<file path="src/inc/piw_pkg.sv">
// Package with constants and types of the interrupt and wake unit
package piw_pkg;
   localparam int          NUM_SRC      = 12;
   localparam int          ID_W         = 4;
   localparam int          LVL_W        = 2;
   localparam int          NUM_LVL      = 4;
   localparam int          SYNC_STAGES  = 2;
   // Source numbers, lower number wins among equal levels
   localparam int          SRC_EXT0     = 0;
   localparam int          SRC_TMR0     = 1;
   localparam int          SRC_EXT1     = 2;
   localparam int          SRC_TMR1     = 3;
   localparam int          SRC_SER      = 4;
   localparam int          SRC_BO       = 5;
   localparam int          SRC_WDT      = 6;
   localparam int          SRC_I2C      = 7;
   localparam int          SRC_KBD      = 8;
   localparam int          SRC_CMP      = 9;
   localparam int          SRC_STX      = 10;
   localparam int          SRC_ADC      = 11;
   // Enable and priority bit positions
   localparam int          GATE_BIT     = 7;
   localparam int          REG_A_SRCS   = 7;
   localparam int          REG_B_LO_N   = 3;
   localparam int          REG_B_STX    = 6;
   localparam int          REG_B_ADC    = 7;
   // Timer control register low nibble
   localparam logic [7:0]  TCTRL_ADDR   = 8'h88;
   localparam int          TC_FLAG1     = 3;
   localparam int          TC_TYPE1     = 2;
   localparam int          TC_FLAG0     = 1;
   localparam int          TC_TYPE0     = 0;
   // Reset values
   localparam logic [3:0]  ACTIVE_RST   = 4'h0;
   localparam logic [1:0]  TRIP_RST     = 2'h0;
   localparam logic [3:0]  TCTRL_RST    = 4'h0;
   // Sources able to end power-down
   localparam logic [11:0] PD_WAKE_MASK = 12'h365;

   typedef enum logic [1:0] {
      PWR_RUN,
      PWR_IDLE,
      PWR_PDOWN
   } piw_pwr_t;
endpackage

</file>
<file path="src/inc/piw_arb_if.sv">
// Interface between the request collector and the level arbiter
`timescale 1ns/100ps
interface piw_arb_if;
   logic [piw_pkg::NUM_SRC-1:0]                     req;
   logic [piw_pkg::NUM_SRC-1:0][piw_pkg::LVL_W-1:0] lvl;
   logic                                            win_valid;
   logic [piw_pkg::ID_W-1:0]                        win_id;
   logic [piw_pkg::LVL_W-1:0]                       win_lvl;

   modport arb (input req, input lvl, output win_valid, output win_id, output win_lvl);
   modport ctl (output req, output lvl, input win_valid, input win_id, input win_lvl);
endinterface

</file>
<file path="src/hdl/piw_ext_pin.sv">
// External request pin sampler with level and falling edge detection
`timescale 1ns/100ps
module piw_ext_pin (
   input  wire logic i_clk_sys,
   input  wire logic i_rst,
   input  wire logic i_pin,
   input  wire logic i_edge_type,
   input  wire logic i_clr,
   output logic      o_flag,
   output logic      o_req
);
   logic sync1_ff;
   logic samp_ff;
   logic prev_ff;
   logic flag_ff;
   logic fall;

   always_ff @(posedge i_clk_sys) begin
      if (i_rst) begin
         sync1_ff <= 1'b1;
         samp_ff  <= 1'b1;
         prev_ff  <= 1'b1;
      end else begin
         sync1_ff <= i_pin;
         samp_ff  <= sync1_ff;
         prev_ff  <= samp_ff;
      end
   end

   assign fall = prev_ff & ~samp_ff;

   always_ff @(posedge i_clk_sys) begin
      if (i_rst) begin
         flag_ff <= 1'b0;
      end else if (i_edge_type && fall) begin
         flag_ff <= 1'b1;
      end else if (i_clr || !i_edge_type) begin
         flag_ff <= 1'b0;
      end
   end

   assign o_flag = i_edge_type ? flag_ff : ~samp_ff;
   assign o_req  = o_flag;

   a_edge_sets_flag : assert property (@(posedge i_clk_sys) disable iff (i_rst)
      i_edge_type && fall |=> flag_ff || !i_edge_type)
      else $error("Falling edge did not set the pin flag");
   a_level_follows : assert property (@(posedge i_clk_sys) disable iff (i_rst)
      !i_edge_type |-> o_req == !samp_ff)
      else $error("Level request does not follow the pin");
   a_ack_clears_flag : assert property (@(posedge i_clk_sys) disable iff (i_rst)
      i_clr && !fall |=> !flag_ff)
      else $error("Vectoring did not clear the edge flag");
endmodule

</file>
<file path="src/hdl/piw_arbiter.sv">
// Highest level wins, fixed polling order among equal levels
`timescale 1ns/100ps
module piw_arbiter (
   piw_arb_if.arb bus
);
   always_comb begin
      bus.win_valid = 1'b0;
      bus.win_id    = '0;
      bus.win_lvl   = '0;
      for (int i = piw_pkg::NUM_SRC - 1; i >= 0; i--) begin
         if (bus.req[i] && (!bus.win_valid || bus.lvl[i] >= bus.win_lvl)) begin
            bus.win_valid = 1'b1;
            bus.win_id    = piw_pkg::ID_W'(i);
            bus.win_lvl   = bus.lvl[i];
         end
      end
   end
endmodule

</file>
<file path="src/hdl/piw_top.sv">
// Prioritized interrupt and wake unit top level
// Functional notes
// - Eleven or twelve sources, four priority levels each
// - Per-source enable bit blocks its request
// - Cleared global gate blocks every source
// - Level from low and high priority bit pair
// - Preempt active routine only for strictly higher
// - Highest level routine is never preempted
// - Higher level pending request is chosen first
// - Fixed polling order breaks equal level ties
// - Polling order never overrides level difference
// - Two pins, each with level/edge type bit
// - High then low sample sets edge flag
// - Enabled pin request wakes from idle, power-down
// - Idle keeps peripherals; enabled source ends it
// - Power-down stops oscillator; subset of sources wake
// - Brownout source enableable; two bits choose trip
// - Pin flags and types in timer control nibble
`timescale 1ns/100ps
module piw_top #(
   parameter bit HAS_ADC = 1'b1
) (
   input  wire logic                              i_clk_sys,
   input  wire logic                              i_rst,
   input  wire logic [1:0]                        i_ext_pin,
   input  wire logic [piw_pkg::NUM_SRC-1:0]       i_periph_req,
   input  wire logic                              i_brownout_det,
   input  wire logic [7:0]                        i_irq_enable_reg_a,
   input  wire logic [7:0]                        i_irq_enable_reg_b,
   input  wire logic [7:0]                        i_priority_low_reg_a,
   input  wire logic [7:0]                        i_priority_high_reg_a,
   input  wire logic [7:0]                        i_priority_low_reg_b,
   input  wire logic [7:0]                        i_priority_high_reg_b,
   input  wire logic                              i_pin0_trigger_type,
   input  wire logic                              i_pin1_trigger_type,
   input  wire logic [1:0]                        i_pin_flag_clr,
   input  wire logic                              i_brownout_irq_trip_hi,
   input  wire logic                              i_brownout_irq_trip_lo,
   input  wire logic                              i_instr_start,
   input  wire logic                              i_vector_ack,
   input  wire logic                              i_reti,
   input  wire logic                              i_idle_enter,
   input  wire logic                              i_pdown_enter,
   output logic                                   o_irq_req,
   output logic [piw_pkg::ID_W-1:0]               o_irq_id,
   output logic [piw_pkg::LVL_W-1:0]              o_irq_level,
   output logic [piw_pkg::NUM_LVL-1:0]            o_active_levels,
   output logic [3:0]                             o_timer_control_lo,
   output logic [1:0]                             o_brownout_trip_sel,
   output logic                                   o_core_run,
   output logic                                   o_periph_run,
   output logic                                   o_osc_run,
   output logic                                   o_wake
);
   piw_arb_if arb_bus ();

   logic [1:0]                                    bo_sync_ff;
   logic [1:0]                                    pin_flag;
   logic [1:0]                                    pin_req;
   logic [1:0]                                    pin_clr;
   logic [piw_pkg::NUM_SRC-1:0]                   src_raw;
   logic [piw_pkg::NUM_SRC-1:0]                   src_en;
   logic [piw_pkg::NUM_SRC-1:0]                   src_gated;
   logic [piw_pkg::NUM_SRC-1:0]                   src_hi;
   logic [piw_pkg::NUM_SRC-1:0]                   src_lo;
   logic                                          global_irq_gate;
   logic                                          irq_req_ff;
   logic [piw_pkg::ID_W-1:0]                      irq_id_ff;
   logic [piw_pkg::LVL_W-1:0]                     irq_level_ff;
   logic [piw_pkg::NUM_LVL-1:0]                   active_ff;
   logic [piw_pkg::NUM_LVL-1:0]                   nxt_active;
   logic [piw_pkg::NUM_LVL-1:0]                   reti_mask;
   logic [piw_pkg::LVL_W-1:0]                     cur_lvl;
   logic                                          any_active;
   logic                                          take;
   logic [3:0]                                    tctrl_ff;
   logic [1:0]                                    trip_ff;
   piw_pkg::piw_pwr_t                             mode_ff;
   piw_pkg::piw_pwr_t                             nxt_mode;
   logic                                          core_run_ff;
   logic                                          periph_run_ff;
   logic                                          osc_run_ff;
   logic                                          wake_ff;
   logic                                          wake_idle;
   logic                                          wake_pd;
   logic [piw_pkg::LVL_W-1:0]                     max_lvl;
   logic                                          lower_tie;

   // Brownout detector comes from the analog domain
   always_ff @(posedge i_clk_sys) begin
      if (i_rst) begin
         bo_sync_ff <= 2'h0;
      end else begin
         bo_sync_ff <= {bo_sync_ff[0], i_brownout_det};
      end
   end

   assign pin_clr[0] = i_pin_flag_clr[0] || (i_vector_ack && irq_id_ff == piw_pkg::ID_W'(piw_pkg::SRC_EXT0));
   assign pin_clr[1] = i_pin_flag_clr[1] || (i_vector_ack && irq_id_ff == piw_pkg::ID_W'(piw_pkg::SRC_EXT1));

   piw_ext_pin u_pin0 (
      .i_clk_sys   (i_clk_sys),
      .i_rst       (i_rst),
      .i_pin       (i_ext_pin[0]),
      .i_edge_type (i_pin0_trigger_type),
      .i_clr       (pin_clr[0]),
      .o_flag      (pin_flag[0]),
      .o_req       (pin_req[0])
   );

   piw_ext_pin u_pin1 (
      .i_clk_sys   (i_clk_sys),
      .i_rst       (i_rst),
      .i_pin       (i_ext_pin[1]),
      .i_edge_type (i_pin1_trigger_type),
      .i_clr       (pin_clr[1]),
      .o_flag      (pin_flag[1]),
      .o_req       (pin_req[1])
   );

   // Source collection, enables, gate and levels
   always_comb begin
      src_raw                   = i_periph_req;
      src_raw[piw_pkg::SRC_EXT0] = pin_req[0];
      src_raw[piw_pkg::SRC_EXT1] = pin_req[1];
      src_raw[piw_pkg::SRC_BO]   = bo_sync_ff[1];
      src_raw[piw_pkg::SRC_ADC]  = i_periph_req[piw_pkg::SRC_ADC] & HAS_ADC;
      src_en                    = '0;
      src_hi                    = '0;
      src_lo                    = '0;
      src_en[piw_pkg::REG_A_SRCS-1:0] = i_irq_enable_reg_a[piw_pkg::REG_A_SRCS-1:0];
      src_hi[piw_pkg::REG_A_SRCS-1:0] = i_priority_high_reg_a[piw_pkg::REG_A_SRCS-1:0];
      src_lo[piw_pkg::REG_A_SRCS-1:0] = i_priority_low_reg_a[piw_pkg::REG_A_SRCS-1:0];
      for (int i = 0; i < piw_pkg::REG_B_LO_N; i++) begin
         src_en[piw_pkg::SRC_I2C + i] = i_irq_enable_reg_b[i];
         src_hi[piw_pkg::SRC_I2C + i] = i_priority_high_reg_b[i];
         src_lo[piw_pkg::SRC_I2C + i] = i_priority_low_reg_b[i];
      end
      src_en[piw_pkg::SRC_STX] = i_irq_enable_reg_b[piw_pkg::REG_B_STX];
      src_hi[piw_pkg::SRC_STX] = i_priority_high_reg_b[piw_pkg::REG_B_STX];
      src_lo[piw_pkg::SRC_STX] = i_priority_low_reg_b[piw_pkg::REG_B_STX];
      src_en[piw_pkg::SRC_ADC] = i_irq_enable_reg_b[piw_pkg::REG_B_ADC];
      src_hi[piw_pkg::SRC_ADC] = i_priority_high_reg_b[piw_pkg::REG_B_ADC];
      src_lo[piw_pkg::SRC_ADC] = i_priority_low_reg_b[piw_pkg::REG_B_ADC];
   end

   assign global_irq_gate = i_irq_enable_reg_a[piw_pkg::GATE_BIT];
   assign src_gated       = src_raw & src_en & {piw_pkg::NUM_SRC{global_irq_gate}};
   assign arb_bus.req     = src_gated;

   always_comb begin
      for (int i = 0; i < piw_pkg::NUM_SRC; i++) begin
         arb_bus.lvl[i] = {src_hi[i], src_lo[i]};
      end
   end

   piw_arbiter u_arb (
      .bus (arb_bus)
   );

   // Level of the routine in service is the highest active bit
   always_comb begin
      any_active = |active_ff;
      cur_lvl    = '0;
      reti_mask  = '0;
      for (int l = 0; l < piw_pkg::NUM_LVL; l++) begin
         if (active_ff[l]) begin
            cur_lvl = piw_pkg::LVL_W'(l);
         end
      end
      if (any_active) begin
         reti_mask[cur_lvl] = 1'b1;
      end
   end

   assign take = arb_bus.win_valid && (!any_active || arb_bus.win_lvl > cur_lvl);

   // Request to the core, sampled at the start of an instruction
   always_ff @(posedge i_clk_sys) begin
      if (i_rst) begin
         irq_req_ff   <= 1'b0;
         irq_id_ff    <= '0;
         irq_level_ff <= '0;
      end else if (i_instr_start) begin
         irq_req_ff   <= take;
         irq_id_ff    <= arb_bus.win_id;
         irq_level_ff <= arb_bus.win_lvl;
      end else if (i_vector_ack) begin
         irq_req_ff   <= 1'b0;
      end
   end

   // In-service levels
   always_comb begin
      nxt_active = active_ff;
      if (i_reti) begin
         nxt_active = nxt_active & ~reti_mask;
      end
      if (i_vector_ack && irq_req_ff) begin
         nxt_active[irq_level_ff] = 1'b1;
      end
   end

   always_ff @(posedge i_clk_sys) begin
      if (i_rst) begin
         active_ff <= piw_pkg::ACTIVE_RST;
      end else begin
         active_ff <= nxt_active;
      end
   end

   // Timer control low nibble and brownout trip select
   always_ff @(posedge i_clk_sys) begin
      if (i_rst) begin
         tctrl_ff <= piw_pkg::TCTRL_RST;
         trip_ff  <= piw_pkg::TRIP_RST;
      end else begin
         tctrl_ff[piw_pkg::TC_FLAG1] <= pin_flag[1];
         tctrl_ff[piw_pkg::TC_TYPE1] <= i_pin1_trigger_type;
         tctrl_ff[piw_pkg::TC_FLAG0] <= pin_flag[0];
         tctrl_ff[piw_pkg::TC_TYPE0] <= i_pin0_trigger_type;
         trip_ff                     <= {i_brownout_irq_trip_hi, i_brownout_irq_trip_lo};
      end
   end

   // Power reduction modes
   assign wake_idle = |src_gated;
   assign wake_pd   = |(src_gated & piw_pkg::PD_WAKE_MASK);

   always_comb begin
      nxt_mode = mode_ff;
      case (mode_ff)
         piw_pkg::PWR_RUN: begin
            if (i_pdown_enter) begin
               nxt_mode = piw_pkg::PWR_PDOWN;
            end else if (i_idle_enter) begin
               nxt_mode = piw_pkg::PWR_IDLE;
            end
         end
         piw_pkg::PWR_IDLE: begin
            if (wake_idle) begin
               nxt_mode = piw_pkg::PWR_RUN;
            end
         end
         piw_pkg::PWR_PDOWN: begin
            if (wake_pd) begin
               nxt_mode = piw_pkg::PWR_RUN;
            end
         end
         default: begin
            nxt_mode = piw_pkg::PWR_RUN;
         end
      endcase
   end

   always_ff @(posedge i_clk_sys) begin
      if (i_rst) begin
         mode_ff       <= piw_pkg::PWR_RUN;
         core_run_ff   <= 1'b1;
         periph_run_ff <= 1'b1;
         osc_run_ff    <= 1'b1;
         wake_ff       <= 1'b0;
      end else begin
         mode_ff       <= nxt_mode;
         core_run_ff   <= nxt_mode == piw_pkg::PWR_RUN;
         periph_run_ff <= nxt_mode != piw_pkg::PWR_PDOWN;
         osc_run_ff    <= nxt_mode != piw_pkg::PWR_PDOWN;
         wake_ff       <= mode_ff != piw_pkg::PWR_RUN && nxt_mode == piw_pkg::PWR_RUN;
      end
   end

   assign o_irq_req           = irq_req_ff;
   assign o_irq_id            = irq_id_ff;
   assign o_irq_level         = irq_level_ff;
   assign o_active_levels     = active_ff;
   assign o_timer_control_lo  = tctrl_ff;
   assign o_brownout_trip_sel = trip_ff;
   assign o_core_run          = core_run_ff;
   assign o_periph_run        = periph_run_ff;
   assign o_osc_run           = osc_run_ff;
   assign o_wake              = wake_ff;

   // Reference values for the checks below
   always_comb begin
      max_lvl   = '0;
      lower_tie = 1'b0;
      for (int i = 0; i < piw_pkg::NUM_SRC; i++) begin
         if (src_gated[i] && arb_bus.lvl[i] > max_lvl) begin
            max_lvl = arb_bus.lvl[i];
         end
      end
      for (int i = 0; i < piw_pkg::NUM_SRC; i++) begin
         if (src_gated[i] && arb_bus.lvl[i] == max_lvl && piw_pkg::ID_W'(i) < arb_bus.win_id) begin
            lower_tie = 1'b1;
         end
      end
   end

   a_gate_blocks_req : assert property (@(posedge i_clk_sys) disable iff (i_rst)
      i_instr_start && !global_irq_gate |=> !o_irq_req)
      else $error("Request raised with global gate cleared");
   a_disabled_no_req : assert property (@(posedge i_clk_sys) disable iff (i_rst)
      i_instr_start && (src_raw & src_en) == '0 |=> !o_irq_req)
      else $error("Request raised with no enabled source");
   a_no_equal_preempt : assert property (@(posedge i_clk_sys) disable iff (i_rst)
      i_instr_start && any_active && arb_bus.win_lvl <= cur_lvl |=> !o_irq_req)
      else $error("Routine preempted by equal or lower level");
   a_top_level_locked : assert property (@(posedge i_clk_sys) disable iff (i_rst)
      i_instr_start && active_ff[piw_pkg::NUM_LVL-1] |=> !o_irq_req)
      else $error("Highest level routine was preempted");
   a_higher_level_wins : assert property (@(posedge i_clk_sys) disable iff (i_rst)
      i_instr_start && take |=> o_irq_req && o_irq_level == $past(max_lvl))
      else $error("Selected request is not of the highest pending level");
   a_poll_order_tie : assert property (@(posedge i_clk_sys) disable iff (i_rst)
      i_instr_start && take |=> o_irq_id == $past(arb_bus.win_id) && !$past(lower_tie))
      else $error("Polling order not applied among equal levels");
   a_poll_keeps_level : assert property (@(posedge i_clk_sys) disable iff (i_rst)
      arb_bus.win_valid |-> arb_bus.win_lvl == max_lvl && src_gated[arb_bus.win_id])
      else $error("Polling order overrode a level difference");
   a_idle_wakes : assert property (@(posedge i_clk_sys) disable iff (i_rst)
      mode_ff == piw_pkg::PWR_IDLE && wake_idle |=> o_core_run && o_wake ##1 !o_wake)
      else $error("Enabled source did not end idle");
   a_pin_wakes_pdown : assert property (@(posedge i_clk_sys) disable iff (i_rst)
      mode_ff == piw_pkg::PWR_PDOWN && src_gated[piw_pkg::SRC_EXT0] |=> o_core_run && o_osc_run)
      else $error("Pin request did not end power-down");
   a_pdown_osc_off : assert property (@(posedge i_clk_sys) disable iff (i_rst)
      mode_ff == piw_pkg::PWR_RUN && i_pdown_enter |=> !o_osc_run && !o_core_run && !o_periph_run)
      else $error("Oscillator still running in power-down");
endmodule

</file>
<file path="config.mk">
export PLATFORM = sky130hd
export DESIGN_NAME = piw_top
export DESIGN_NICKNAME = d
export VERILOG_FILES = /design/src/inc/piw_pkg.sv /design/src/inc/piw_arb_if.sv /design/src/hdl/piw_ext_pin.sv /design/src/hdl/piw_arbiter.sv /design/src/hdl/piw_top.sv
export SDC_FILE = /design/constraint.sdc
export NUM_CORES = 1
export LEC_CHECK = 0
export ABC_AREA = 1
export BUFFER_PORTS_ARGS = -buffer_cell sky130_fd_sc_hd__buf_4
export CORE_MARGIN = 2
export CORE_UTILIZATION = 49
export DETAILED_ROUTE_END_ITERATION = 12
export HOLD_SLACK_MARGIN = 0.02
export PLACE_DENSITY = 0.89
export SLEW_MARGIN = 20
export SYNTH_ARGS = -nofsm -noshare
export SYNTH_HDL_FRONTEND = slang
export SYNTH_SLANG_ARGS = --single-unit
</file>
<file path="constraint.sdc">
create_clock -name i_clk_sys -period 15.15 [get_ports i_clk_sys]
set_input_delay 1.515 -clock i_clk_sys [delete_from_list [all_inputs] [get_ports i_clk_sys]]
set_output_delay 1.515 -clock i_clk_sys [all_outputs]
set_load 0.005 [all_outputs]
</file>
Yosys cells after proc, flatten, opt, wreduce, memory -nomap -nowiden
Index checks and enable logic that the tools add are counted.
Storage, ports and cells
  flip-flop bits (word level): 32
  bits of input ports: 76
  output and inout port bits: 21
  logic and storage cells: 167
Operators by class
  magnitude comparators: 16
  equality and inequality tests: 4
  muxes and demuxes: 59
  bitwise gates (word level): 9
  reductions and logical operators: 60
Operators by type and width (number)
  2-to-1 mux 4 bit: 15
  2-to-1 mux 2 bit: 18
  bitwise AND 12 bit: 2
  2-to-1 mux 1 bit: 23
  >= comparator 2 bit: 11
  logical AND 1 bit: 20
  logical OR 1 bit: 16
  logical NOT 1 bit: 14
  OR reduction 12 bit: 1
  nonzero test 2 bit: 4
  less-than comparator 2 x 3 -> 1 bit, second input constant: 2
  one-hot mux 2 bit (3 select lines): 1
  OR reduction 6 bit: 1
  bitwise AND 4 bit: 1
  demux 1 bit (select 2 bit): 2
  == test 4 x 2 -> 1 bit, second input constant: 1
  >= comparator 2 x 1 -> 1 bit, second input constant: 2
  logical NOT 2 bit: 2
  logical NOT 4 bit: 1
  inverter 4 bit: 1
  OR 4 bit: 1
  OR reduction 4 bit: 1
  bitwise AND 1 bit: 2
  == test 2 x 1 -> 1 bit, second input constant: 1
  other kinds (4): 5

Longest topological paths before layout
Gate-level depths: netlist of the first run.
  depth after elaboration: 53
  depth in mapped cells: 96
  mapped depth without buffers: 96

Cells and area by module
From an unflattened synthesis of the first run, not the netlist that was laid out.
Unflattened totals
  cells, all modules: 391
  area total of the unflattened synthesis: 2598.7 um^2
Modules (own cells, without submodules)
  piw_arbiter: instances 1, cells each 201, area each 1192.4 um^2, seq. area each 0.0 um^2
  piw_top: instances 1, cells each 156, area each 1118.6 um^2, seq. area each 480.5 um^2
  piw_ext_pin: instances 2, cells each 17, area each 143.9 um^2, seq. area each 80.1 um^2

Least setup slack after synthesis of the first run
Ideal clock, no wire load.
  path type: input-to-reg
  from: in i_periph_req[11] (netlist name)
  to: reg irq_req_ff (netlist: o_irq_req)
  library setup time: 0.132 ns
  arrival: 11.495 ns
  required time: 15.018 ns
  slack: 3.523 ns
  stages on the path: 87
  buffers on the path: 0
  cells stage by stage: nand3_2 > nor2_1 > ha_1 > o21ai_0 > nand2_1 > nand2_1 > nand2_1 > and2_1 > ha_1 > a21oi_1 > nand3_1 > nand2_2 > nand2_1 > o21ai_2 > ha_1 > o21ai_0 > nand3b_1 > nand2_2 > [51 not listed] > nand2_4 > nand2_4 > nand2_1 > and2_1 > ha_1 > o21ai_0 > nand3b_1 > nand2_1 > inv_1 > nand2_1 > nand2_1 > ha_1 > inv_1 > nor2_1 > o21ai_0 > o21ai_0 > nand3_1 > a21oi_1
Between the ends
  cells in the longest elaborated chain, start to end: 51
  elaborated cells on any way between the ends: 74
  classes of those cells: 12 x order compare; 25 x mux; 2 x bitwise; 35 x reduce/logical
RTL lines
  start: declaration: RTL line piw_top.sv:26  | input wire logic [piw_pkg::NUM_SRC-1:0] i_periph_req,
  bitwise AND 12 bit (*) (2 in series): RTL line piw_top.sv:148  | assign src_gated = src_raw & src_en & {piw_pkg::NUM_SRC{global_irq_gate}};
  2-to-1 mux 2 bit / 2-to-1 mux 1 bit (equally long branches): RTL line piw_arbiter.sv:11  | if (bus.req[i] && (!bus.win_valid || bus.lvl[i] >= bus.win_lvl)) begin
  >= comparator 2 bit / logical NOT 1 bit (equally long branches): RTL line piw_arbiter.sv:11
  logical OR 1 bit: RTL line piw_arbiter.sv:11
  logical AND 1 bit: RTL line piw_arbiter.sv:11
  2-to-1 mux 2 bit / 2-to-1 mux 1 bit (equally long branches): RTL line piw_arbiter.sv:11
  >= comparator 2 bit / logical NOT 1 bit (equally long branches): RTL line piw_arbiter.sv:11
  logical OR 1 bit: RTL line piw_arbiter.sv:11
  [35 not listed]
  logical OR 1 bit: RTL line piw_arbiter.sv:11
  logical AND 1 bit: RTL line piw_arbiter.sv:11
  2-to-1 mux 2 bit (*): RTL line piw_arbiter.sv:11
  net arb_bus.win_lvl (one bit): RTL line piw_arb_if.sv:8  | logic [piw_pkg::LVL_W-1:0] win_lvl;
  > comparator 2 bit (*): RTL line piw_top.sv:176  | assign take = arb_bus.win_valid && (!any_active || arb_bus.win_lvl > cur_lvl);
  logical OR 1 bit (*): RTL line piw_top.sv:176
  logical AND 1 bit (*): RTL line piw_top.sv:176
  2-to-1 mux 1 bit (*): RTL line piw_top.sv:184  | end else if (i_instr_start) begin
  end signal: assignment: RTL line piw_top.sv:185  | irq_req_ff <= take;
  end: declaration: RTL line piw_top.sv:67  | logic irq_req_ff;
Mark *: on every way through the listed nets, which the timed path passes. The rest lies on a longest branch.
A chain may end at the register's enable or synchronous reset.

Worst setup path after layout of the first run
  from: in i_irq_enable_reg_a[7]
  to: reg irq_req_ff (netlist: o_irq_req)
Between the ends
  cells in the longest elaborated chain, start to end: 50
  elaborated cells on any way between the ends: 73
  classes of those cells: 12 x order compare; 25 x mux; 1 x bitwise; 35 x reduce/logical
RTL lines
  start: declaration: RTL line piw_top.sv:28  | input wire logic [7:0] i_irq_enable_reg_a,
  bitwise AND 12 bit (*): RTL line piw_top.sv:148
  2-to-1 mux 2 bit / 2-to-1 mux 1 bit (equally long branches): RTL line piw_arbiter.sv:11
  >= comparator 2 bit / logical NOT 1 bit (equally long branches): RTL line piw_arbiter.sv:11
  logical OR 1 bit: RTL line piw_arbiter.sv:11
  logical AND 1 bit: RTL line piw_arbiter.sv:11
  2-to-1 mux 2 bit / 2-to-1 mux 1 bit (equally long branches): RTL line piw_arbiter.sv:11
  >= comparator 2 bit / logical NOT 1 bit (equally long branches): RTL line piw_arbiter.sv:11
  logical OR 1 bit: RTL line piw_arbiter.sv:11
  [35 not listed]
  logical OR 1 bit: RTL line piw_arbiter.sv:11
  logical AND 1 bit: RTL line piw_arbiter.sv:11
  2-to-1 mux 2 bit (*): RTL line piw_arbiter.sv:11
  net arb_bus.win_lvl (one bit): RTL line piw_arb_if.sv:8
  > comparator 2 bit (*): RTL line piw_top.sv:176
  logical OR 1 bit (*): RTL line piw_top.sv:176
  logical AND 1 bit (*): RTL line piw_top.sv:176
  2-to-1 mux 1 bit (*): RTL line piw_top.sv:184
Marked as above.

==> summary by stage, run 1 <==
Run status
The run finished with clean final reports.

Clock tree
The number of buffers inserted by post-CTS setup repair is 0. Clock tree synthesis found a total of 32 sinks. The tree is rooted in a clkbuf_8.

The number of clock buffers added by TritonCTS is 5. The clock-pin slew on the worst setup and hold paths is 70 ps. Post-CTS repair changed the size of 0 cells. Clock latency on the worst-skew pair, taken at its later pin, is 290 ps. The buffer levels on the longest clock path is 2. TritonCTS built the clock tree.

The total of hold buffers inserted after clock tree synthesis is 0. The number of H-tree levels is 2.

Power and ir drop
The maximum ir drop on the vdd rail is 0.0514 mV. Power spread over the standard cell area amounts to 76.7 mW/mm^2. The design draws 0.245 mW.

Summed over all cells, the static leakage comes to 1.79 nW.

Yosys
The Yosys warning count is 0. Of the post-synthesis cell area, the dominant cell type holds 0.266. After synthesis, the netlist uses 36 different library cells. The number of instances in the synthesized netlist is 361. The synthesized netlist net count is 456. Each instance of the synthesized netlist takes up on average 6.67 um^2. For this run, the register share of the synthesized area comes to 0.266. By area the synthesized netlist is led by dfxtp_1 (27%), inv_1 (12%), ha_1 (9.9%). The number of enable-type register cells in the synthesized netlist is 0. In this run, synthesis produced a sequential element count of 32. The synthesized design spends more area on one cell type than any other, namely dfxtp_1. The most numerous cell in the Yosys netlist is inv_1.

Ranked by instance count, the synthesized netlist is headed by inv_1 (74), nand2_1 (63), nand3_1 (39). The prevailing post-synth register cell is dfxtp_1. The total standard cell area after synthesis is 0.00241 mm^2. Of all flip-flops after synthesis, the portion carrying an async set or reset was 0.

Job
Across the run, the number of max-cap violations was 0.

Floorplanning
97 I/O pins were placed. The die is 74.1 um wide. The floorplan row count is 25.

The die height is 74.1 um. The total area inside the core boundary comes to 0.00472 mm^2. For this configuration, the core starts out at a cell density of 0.510. The die outline area is 0.00549 mm^2.

Worst setup path
In this run the register-to-register setup slack is 8460 ps. The highest-delay cell along the critical path is or3_1. Data arrives at the worst endpoint at 13110 ps.

The startpoint identified for the worst register-to-register timing path is bo_sync_ff[1]$_SDFF_PP0_. The gate family responsible for the most delay along the worst path is simple AND/OR/NAND/NOR gates. The worst register-to-register path ends at o_irq_req$_SDFFE_PP0P_. The depth of the worst register-to-register path is 50. In this run the worst path has a maximum fanout of 12.

The cell that appears most often on the critical path is nand2_1. At the worst endpoint, the required time is 15320 ps. By startpoint and endpoint, the worst setup path is classified as input pin to flip-flop.

STA classifies the critical path endpoint as a flip-flop. The delay of the slowest cell on the worst path is 360 ps. STA classifies the critical path startpoint as an input pin. Together, buffers and inverters on the worst path number 8.

Timing
For this run, the top clock speed supported by timing is 77.3 MHz. For the pin with the worst max-slew slack, the measured transition is 317 ps. The final number of hold-violating endpoints is 0. Across the routed clock network, the largest skew measured is 4.14 ps.

Setup repair after global routing left no endpoint under its margin. In the finished design, the share of the clock period the worst path needs comes to 0.854. The normalized max-slew margin is 0.786. The final count of pins violating max slew was 0. Setup total negative slack on the finished layout was measured at 0 ps. For the finished layout, the period the worst path requires is 12940 ps. Setup violations remaining at the end of the flow were counted as 0.

GRT
The first global-routing pass estimated 9980 um of wire. The maximum number of pins on one net before global-route repair is 28. In this run the most used layer during global routing was met2. For this run, global-route usage on met1 was measured as 0.251. The number of antenna violations at the first check in global routing is 0.

For this run, global-route usage on met3 was measured as 0.0556. The global router's overall resource usage is 0.228. The met2 routing resource usage after global routing is 0.436. The via count of the first global-routing pass was 2467. The total grt overflow is 0.

Placement
The number of buffers inserted by port buffering is 82. The sum of net half-perimeters after detailed placement is 4830 um. At the end of routability-driven placement, the weighted congestion stood at 0.857.

Drt
The count of vias placed by the detailed router is 2557. In this run the remaining antenna-violating nets after routing total 0. In the routed layout, each cell is associated on average with a via count of 4.98. The overall routed net length is 5930 um.

The number of iterations in the first detailed-routing pass is 4. The first routing iteration left 122 violations. The DRC violations left is 0. In the final routed layout, each cell accounts on average for 11.6 um.

Final layout
The number of diodes added for antenna fixing is 0. The multi-input combinational cells in the finished layout cover a total of 0.00145 mm^2. The filler cell count in the final layout is 414. The layout overhead on the synthesized area is 32.4%. The fraction of layout cells with a size suffix above 1 is 0.291. The utilization of the core after routing is 0.675.

The number of nets in the layout is 540. The sequential cells in the finished layout cover a total of 641 um^2.

Worst hold path
The startpoint of the worst hold path is bo_sync_ff[0]$_SDFF_PP0_. The worst hold path passes through 2 cells. The worst hold path endpoint is bo_sync_ff[1]$_SDFF_PP0_. The type of the tightest min-delay check is flip-flop to flip-flop.
==> cell type report <==
class | instances | share of cell area
Timing Repair Buffer | 82 | 0.193
Clock inverter | 3 | 0.0133
Tap cell | 67 | 0.0263
Sequential cell | 32 | 0.201
Multi-Input combinational cell | 248 | 0.455
Inverter | 76 | 0.0894
Clock buffer | 5 | 0.0216
==> cells by family after synthesis <==
group           Yosys count  share of synthesized area
simple gates            180                      0.390
buf+inv                  81                      0.131
compound gates           49                      0.115
flops                    32                      0.266
fa+ha+maj                19                     0.0987
==> worst max path at each step <==
stage	from	end	slack, ps	cells past startpoint
after CTS	i_irq_enable_reg_a[7]	o_irq_req$_SDFFE_PP0P_	2210	88
after global routing	i_irq_enable_reg_a[7]	o_irq_req$_SDFFE_PP0P_	800	88
after global placement	i_irq_enable_reg_a[7]	o_irq_req$_SDFFE_PP0P_	2480	88
final	i_irq_enable_reg_a[7]	o_irq_req$_SDFFE_PP0P_	2210	88
after floorplan	i_periph_req[11]	o_irq_req$_SDFFE_PP0P_	3520	87
after detailed placement	i_irq_enable_reg_a[7]	o_irq_req$_SDFFE_PP0P_	1950	88
==> power breakdown <==
group	total (mW)	leakage [nW]	switching (mW)	internal, mW
Sequential	0.0912	0.263	0.00264	0.0886
Clock	0.0809	0.0541	0.0324	0.0486
Combinational	0.0723	1.47	0.0386	0.0338
Total	0.245	1.79	0.0736	0.171
==> registers in the layout (all words and copies together), names as in the netlist <==
register,flops
u_pin0.prev_ff,1
bo_sync_ff,2
u_pin1.samp_ff,1
u_pin1.flag_ff,1
o_irq_id,4
o_irq_req,1
o_timer_control_lo,4
o_osc_run,1
u_pin1.sync1_ff,1
u_pin0.samp_ff,1
o_irq_level,2
mode_ff,2
o_core_run,1
o_active_levels,4
o_wake,1
u_pin0.flag_ff,1
u_pin0.sync1_ff,1
o_brownout_trip_sel,2
u_pin1.prev_ff,1
==> worst register-to-register path, delay by kind of cell (launching register included) <==
family	cells	cell delay [ps]
buf+inv	6	500
simple gates	28	2980
compound gates	10	1130
flops	1	330
fa+ha+maj	6	1640
==> layer usage <==
| layer | share of wire | wire [um] | vias to the layer above |
|---|---|---|---|
| met1 | 0.41 | 2430 | 1159 |
| met4 | 0.012 | 71 | 0 |
| met5 | 0 | 0 | - |
| met2 | 0.52 | 3100 | 69 |
| li1 | - | - | 1318 |
| met3 | 0.056 | 332 | 11 |
==> layout by cell type, fill, tap and decap left out, drive strengths merged, types with 2 or more instances in the layout <==
cell and instances:
a21oi 14, dfxtp 32, nand3 48, a31oi 2
buf 82, ha 19, and2 5, nor2 26
o21ai 25, or2 6, clkbuf 5, a21boi 2
nand4 3, nor3 2, inv 76, nand3b 5
nand2 83
==> metrics by stage <==
step                instance area [um^2]  setup slack (ps)  hold WS, ps  instances
floorplan                           2410              3520          388        361
global placement                    3080              2480          394        505
detailed placement                  3080              1950          394        505
CTS                                 3190              2210          408        513
global route                        3190               798          422        513
finish                              3190              2210          404        513
(Power assumes the default switching activity.)
==> run 2: changes to the inputs <==
--- a/config.mk
+++ b/config.mk
@@ -6,12 +6,12 @@
 export NUM_CORES = 1
 export LEC_CHECK = 0
 export ABC_AREA = 1
-export BUFFER_PORTS_ARGS = -buffer_cell sky130_fd_sc_hd__buf_4
 export CORE_MARGIN = 2
-export CORE_UTILIZATION = 49
+export CORE_UTILIZATION = 50
 export DETAILED_ROUTE_END_ITERATION = 12
+export DONT_BUFFER_PORTS = 1
 export HOLD_SLACK_MARGIN = 0.02
-export PLACE_DENSITY = 0.89
+export PLACE_DENSITY = 0.73
 export SLEW_MARGIN = 20
 export SYNTH_ARGS = -nofsm -noshare
 export SYNTH_HDL_FRONTEND = slang
==> summary by stage, run 2 (synthesis gave the netlist of run 1 again) <==
Final layout
The number of nets in the layout is 458 (was 540). The footprint of the flip-flops and latches is 641 um^2 (unchanged). Commonest cells after routing, fill and taps aside: inv_1 (74), nand2_1 (63), nand3_1 (39) (was buf_4 (82), inv_1 (74), nand2_1 (63)). The filler cell count in the final layout was 496 (was 414). The number of diodes added for antenna fixing came to 0 (unchanged). The layout overhead on the synthesized area was 4.78% (was 32.4%).

The most common library cell in the layout ignoring fill and taps is inv_1 (was buf_4). The fraction of layout cells with a size suffix above 1 was 0.127 (was 0.291). The total non-filler cell area in the finished layout is 0.00252 mm^2 (was 0.00319 mm^2). The area used by multi-input combinational logic is 0.00145 mm^2 (unchanged). The number of non-filler instances in the completed layout is 417 (was 513).

Placement
The sum of net half-perimeters after detailed placement is 4140 um (was 4830 um). The placed cell count is 410 (was 505). The pre-CTS worst setup slack was 2310 ps (was 1950 ps).

The number of buffers inserted by port buffering is 0 (was 82). The post-detailed-placement cell area came to 0.00245 mm^2 (was 0.00308 mm^2). The final RePlAce weighted congestion came to 0.839 (was 0.857).

Drt
The number of iterations in the first detailed-routing pass was 4 (unchanged). The overall routed net length is 4940 um (was 5930 um). The via count normalized by instance count is 5.14 (was 4.98).

The post-detailed-route wirelength per cell came to 11.9 um (was 11.6 um). The number of DRC violations after detailed-routing iteration 0 is 68 (was 122). The count of vias placed by the detailed router is 2143 (was 2557). The number of routed nets with antenna violations is 0 (unchanged). The DRC violations left is 0 (unchanged).

Worst setup path
The maximum fanout count along the critical path is 7 (was 12). The critical path required time is 15330 ps (was 15320 ps). The kind of end point of the critical path is a flip-flop (unchanged). The highest-delay cell along the critical path is or3_1 (unchanged).

The most common cell type on the critical path is nand2_1 (unchanged). The startpoint type of the worst setup path is an input pin (unchanged). The depth of the worst register-to-register path was 50 (unchanged). The critical path class was input pin to flip-flop (unchanged). The delay of the slowest cell on the worst path is 360 ps (about the same).

The arrival time at the worst endpoint is 12760 ps (was 13110 ps).

Clock tree
The clock tree from TritonCTS is built (unchanged). The number of buffers inserted by post-CTS setup repair is 0 (unchanged). The TritonCTS buffer count came to 5 (unchanged). The buffer levels on the longest clock path is 2 (unchanged). The library cell used as clock root buffer is clkbuf_8 (unchanged). The worst-skew pair later-pin latency is 280 ps (was 290 ps). The clock-pin slew on the worst setup and hold paths is 60 ps (was 70 ps). The number of gates given a new drive strength after cts came to 0 (unchanged).

The number of H-tree levels came to 2 (unchanged). The total of hold buffers inserted after clock tree synthesis is 0 (unchanged). The sink count of the clock tree is 32 (unchanged).

Power and ir drop
The maximum ir drop on the vdd rail came to 0.0394 mV (was 0.0514 mV). The power density over the cells was 80.9 mW/mm^2 (was 76.7 mW/mm^2). The leakage power total is 1.37 nW (was 1.79 nW).

Floorplanning
The boundary pin count was 97 (unchanged). The die height is 73.4 um (was 74.1 um). The effective utilization at floorplan is 0.513 (was 0.510). The die extent in x is 73.4 um (was 74.1 um).

The area of the core came to 0.00469 mm^2 (was 0.00472 mm^2). The floorplan row count is 25 (unchanged). The die outline area was 0.00539 mm^2 (was 0.00549 mm^2).

GRT
The global router's overall resource usage is 0.191 (was 0.228). The via count of the first global-routing pass is 1952 (was 2467). The total grt overflow came to 0 (unchanged). The busiest metal layer after global routing is met2 (unchanged). The met1 layer usage reported by global route is 0.226 (was 0.251).

The global-route wire length before repair is 8100 um (was 9980 um). The number of antenna violations at the first check in global routing was 0 (unchanged). The met3 usage is 0.0658 (was 0.0556).

The maximum number of pins on one net before global-route repair is 28 (unchanged). The met2 routing resource usage after global routing is 0.319 (was 0.436).

Timing
The worst hold margin is 403 ps (was 404 ps). The shortest period the worst path allows came to 12580 ps (was 12940 ps). The worst setup slack after layout is 2570 ps (was 2210 ps). The final setup TNS is 0 ps (unchanged). The slew at the pin closest to its max-slew limit came to 314 ps (was 317 ps). The normalized max-slew margin is 0.789 (was 0.786). The final count of pins violating max slew came to 0 (unchanged). The share of the cycle needed by the critical path after routing was 0.830 (was 0.854). The fmax is 79.5 MHz (was 77.3 MHz).

The final number of hold-violating endpoints was 0 (unchanged). The clock skew is 3.62 ps (was 4.14 ps). The number of setup violations in the final report came to 0 (unchanged). Setup repair after global routing missed its margin: false (unchanged).

Worst hold path
The type of the tightest min-delay check is flip-flop to flip-flop (unchanged). The instance count along the most critical hold path came to 2 (unchanged).

Job
The max-cap violation count is 0 (unchanged).

Run status
Status: complete, no violations (unchanged).
[run 2: cell types whose count changed in the layout (fill, tap and decap cells not counted), sizes merged]
cell | previous run | this run
clkbuf | 5 | 6
bufinv | 1 | 0
buf | 82 | 0
clkinvlp | 1 | 0
[run 2: layer usage]
layer	share of wire	routed length, um	vias to the layer above
li1	-	-	1150
met1	0.43	2140	929
met2	0.47	2310	53
met3	0.082	406	11
met4	0.018	87	0
met5	0	0	-
[run 2: report_power, final]
group,switching (mW),leakage (nW),internal (mW)
Combinational,0.0307,1.07,0.0203
Sequential,0.00326,0.263,0.0886
Clock,0.0301,0.0410,0.0312
Total,0.0640,1.37,0.140
[run 2: path summary, 6_finish.rpt]
check / start / endpoint / slack (ps)
max: i_periph_req[11] / o_irq_req$_SDFFE_PP0P_ / 2570
min: bo_sync_ff[0]$_SDFF_PP0_ / bo_sync_ff[1]$_SDFF_PP0_ / 400
max reg2reg: bo_sync_ff[1]$_SDFF_PP0_ / o_irq_req$_SDFFE_PP0P_ / 8650
min reg2reg: bo_sync_ff[0]$_SDFF_PP0_ / bo_sync_ff[1]$_SDFF_PP0_ / 400
[run 2: final cells by class]
class / count / share of cell area
clock buffer: 6 / 0.0288
clock inverter: 1 / 0.00198
inverter: 76 / 0.113
multi-input combinational: 248 / 0.576
sequential: 32 / 0.254
tap: 54 / 0.0268
[run 2: critical path: cells and delay by family]
kind	cells	cell delay [ps]
and+or+nand+nor	45	4830
adders and majority gates	12	3190
AOI/OAI and AO/OA	21	2690
buffers and inverters	8	510
[run 2: per-stage QoR]
stage	utilization	total power [mW]
6_report	0.538	0.204
3_3_place_gp	0.521	0.143
5_1_grt	0.538	0.219
3_5_place_dp	0.521	0.145
2_1_floorplan	-	0.138
4_1_cts	0.538	0.205
==> run 3: changes to the inputs <==
--- a/config.mk
+++ b/config.mk
@@ -11,7 +11,7 @@
 export DETAILED_ROUTE_END_ITERATION = 12
 export DONT_BUFFER_PORTS = 1
 export HOLD_SLACK_MARGIN = 0.02
-export PLACE_DENSITY = 0.73
+export PLACE_DENSITY = 0.76
 export SLEW_MARGIN = 20
 export SYNTH_ARGS = -nofsm -noshare
 export SYNTH_HDL_FRONTEND = slang
==> constraint.sdc (replaced) <==
create_clock -name i_clk_sys -period 11.5 [get_ports i_clk_sys]
set_input_delay 1.15 -clock i_clk_sys [delete_from_list [all_inputs] [get_ports i_clk_sys]]
set_output_delay 1.15 -clock i_clk_sys [all_outputs]
set_load 0.005 [all_outputs]
==> summary by stage, run 3 (synthesis gave the netlist of run 1 again) <==
Run status
Status: complete, no violations (unchanged).

Worst setup path
The delay of the slowest cell on the worst path is 390 ps (was 360 ps). The kind of end point of the critical path was a flip-flop (unchanged). The critical path class is input pin to flip-flop (unchanged). The critical path required time came to 11710 ps (was 15330 ps).

The depth of the worst register-to-register path is 51 (was 50). The register-to-register path setup slack is 5540 ps (was 8650 ps). The endpoint of the worst-slack reg-to-reg timing path is o_irq_req$_SDFFE_PP0P_ (unchanged).

The most common cell type on the critical path is nand2_2 (was nand2_1). The maximum fanout count along the critical path was 12 (was 7). The launching point of the worst reg2reg path is bo_sync_ff[1]$_SDFF_PP0_ (unchanged).

The arrival time at the worst endpoint is 11330 ps (was 12760 ps). The highest-delay cell along the critical path is or3_4 (was or3_1). The startpoint type of the worst setup path is an input pin (unchanged). The start point of the critical path is i_irq_enable_reg_a[7] (was i_periph_req[11]).

Timing
The final number of hold-violating endpoints is 0 (unchanged). The number of setup violations in the final report came to 0 (unchanged). The final count of pins violating max slew came to 0 (unchanged). The shortest period the worst path allows is 11120 ps. The worst setup slack after layout came to 380 ps (was 2570 ps). The clock skew is 4.46 ps (was 3.62 ps). The share of the cycle needed by the critical path after routing is 0.967. The normalized max-slew margin is 0.780 (was 0.789).

The fmax is 89.9 MHz. The slew at the pin closest to its max-slew limit is 327 ps (was 314 ps).

Placement
The number of buffers inserted by port buffering is 0 (unchanged). The sum of net half-perimeters after detailed placement is 4390 um (was 4140 um). The pre-CTS worst setup slack is -571 ps (was 2310 ps).

The final RePlAce weighted congestion is 0.843 (was 0.839).

Final layout
The filler cell count in the final layout was 395 (was 496). The layout overhead on the synthesized area is 31.7% (was 4.78%). The footprint of the flip-flops and latches is 641 um^2 (unchanged).

The number of diodes added for antenna fixing came to 0 (unchanged). The number of nets in the layout was 502 (was 458). Commonest cells after routing, fill and taps aside: inv_1 (67), nand2_1 (46), buf_4 (42) (was inv_1 (74), nand2_1 (63), nand3_1 (39)).

The fraction of layout cells with a size suffix above 1 is 0.365 (was 0.127). The area used by multi-input combinational logic came to 0.00175 mm^2 (was 0.00145 mm^2). The most common library cell in the layout ignoring fill and taps is inv_1 (unchanged).

Clock tree
The buffer levels on the longest clock path is 2 (unchanged). The clock tree from TritonCTS is built (unchanged). The sink count of the clock tree is 32 (unchanged). The library cell used as clock root buffer is clkbuf_8 (unchanged). The TritonCTS buffer count came to 5 (unchanged). The number of H-tree levels is 2 (unchanged).

The clock-pin slew on the worst setup and hold paths is 60 ps (about the same). The worst-skew pair later-pin latency is 270 ps (was 280 ps).

GRT
The global router's overall resource usage is 0.200 (was 0.191). The maximum number of pins on one net before global-route repair is 28 (unchanged). The total grt overflow is 0 (unchanged). The global-route wire length before repair was 8670 um (was 8100 um). The number of antenna violations at the first check in global routing is 0 (unchanged). The via count of the first global-routing pass is 2094 (was 1952).

Power and ir drop
The relative contribution of combinational cells to total power is 0.330 (was 0.250). The clock group share of total power was 0.280 (was 0.300). The reported net switching power is 0.0972 mW (was 0.0640 mW). The fraction of power consumed by sequential logic is 0.390 (was 0.450).

The internal cell power is 0.213 mW (was 0.140 mW). The overall power consumption is 0.310 mW (was 0.204 mW). The maximum ir drop on the vdd rail came to 0.0694 mV (was 0.0394 mV). The leakage power total is 1.65 nW (was 1.37 nW). The switching share of power was 0.313 (was 0.314). The power density over the cells is 97.8 mW/mm^2 (was 80.9 mW/mm^2).

Job
The max-cap violation count is 0 (unchanged).

Drt
The DRC violations left is 0 (unchanged). The number of DRC violations after detailed-routing iteration 0 was 68 (unchanged). The number of routed nets with antenna violations was 0 (unchanged). The overall routed net length is 6120 um (was 4940 um). The number of iterations in the first detailed-routing pass is 4 (unchanged).

The via count normalized by instance count came to 5.24 (was 5.14). The post-detailed-route wirelength per cell is 13.2 um (was 11.9 um). The count of vias placed by the detailed router came to 2422 (was 2143).

Floorplanning
The effective utilization at floorplan is 0.513 (unchanged). The floorplan row count came to 25 (unchanged). The die outline area is 0.00539 mm^2 (unchanged). The die height is 73.4 um (unchanged). The die extent in x is 73.4 um (unchanged). The area of the core is 0.00469 mm^2 (unchanged). The boundary pin count is 97 (unchanged).

Worst hold path
The type of the tightest min-delay check is flip-flop to flip-flop (unchanged). The worst hold path endpoint is bo_sync_ff[1]$_SDFF_PP0_ (unchanged). The startpoint of the worst hold path is bo_sync_ff[0]$_SDFF_PP0_ (unchanged). The instance count along the most critical hold path is 2 (unchanged).
## run 3: changes by cell type in the layout (fill, tap and decap cells not counted), moves of 4 or more
cell	previous run	this run
buf_4	0	42
nand3_1	39	35
nand2_1	63	46
nand2_2	15	29
ha_4	0	8
ha_1	19	11
inv_2	2	8
o21ai_0	17	9
o21ai_1	7	3
o21ai_2	1	12
inv_1	74	67
## run 3: power by group through the flow
stage	registers [mW]	clock network (mW)	logic [mW]
4_1_cts	0.121	0.0872	0.0789
6_report	0.121	0.0867	0.102
5_1_grt	0.122	0.0934	0.115
3_3_place_gp	0.123	0	0.0736
2_1_floorplan	0.122	0	0.0590
3_5_place_dp	0.124	0	0.0769
## run 3: worst max path at each step
stage | slack, ps | endpoint | cells after the start
6_report | 380 | o_irq_req$_SDFFE_PP0P_ | 88
5_1_grt | -260 | o_irq_req$_SDFFE_PP0P_ | 89
4_1_cts | 1 | o_irq_req$_SDFFE_PP0P_ | 87
3_5_place_dp | -570 | o_irq_req$_SDFFE_PP0P_ | 87
3_3_place_gp | -170 | o_irq_req$_SDFFE_PP0P_ | 87
2_1_floorplan | 240 | o_irq_req$_SDFFE_PP0P_ | 87
## run 3: timing repair
item / CTS / global route
hold buffers: 0 / 0
gates resized for setup: 9 / 71
buffers inserted: 1 / 13
endpoints found under the setup margin: 1 / 7
pin swaps: 3 / 66
## run 3: cell type report
cell class	instances	share of cell area
clock buffer	8	0.0284
inverter	76	0.0907
multi-input combinational	248	0.551
sequential	32	0.202
tap	54	0.0213
timing repair buffer	44	0.106
## run 3: metal layers
| layer | vias up | track usage | wire (um) |
|---|---|---|---|
| met5 | - | 0 | 0 |
| met4 | 0 | 0.0323 | 151 |
| met3 | 18 | 0.0796 | 424 |
| met2 | 75 | 0.334 | 3170 |
| met1 | 1084 | 0.247 | 2380 |
| li1 | 1245 | - | - |
## run 3: critical path: cells and delay by family
family / cells / cell delay [ps]
compound gates: 19 / 1620
simple gates: 47 / 5010
buf+inv: 10 / 580
fa+ha+maj: 12 / 2940
## run 3: through the flow
step / cell area [um^2] / utilization / hold WS [ps] / instances / setup TNS, ps
finish: 3170 / 0.676 / 405 / 462 / 0
global route: 3170 / 0.676 / 427 / 462 / -462
CTS: 2780 / 0.593 / 408 / 449 / 0
detailed placement: 2670 / 0.569 / 393 / 440 / -1190
global placement: 2670 / 0.569 / 393 / 440 / -175
floorplan: 2410 / - / 388 / 361 / 0
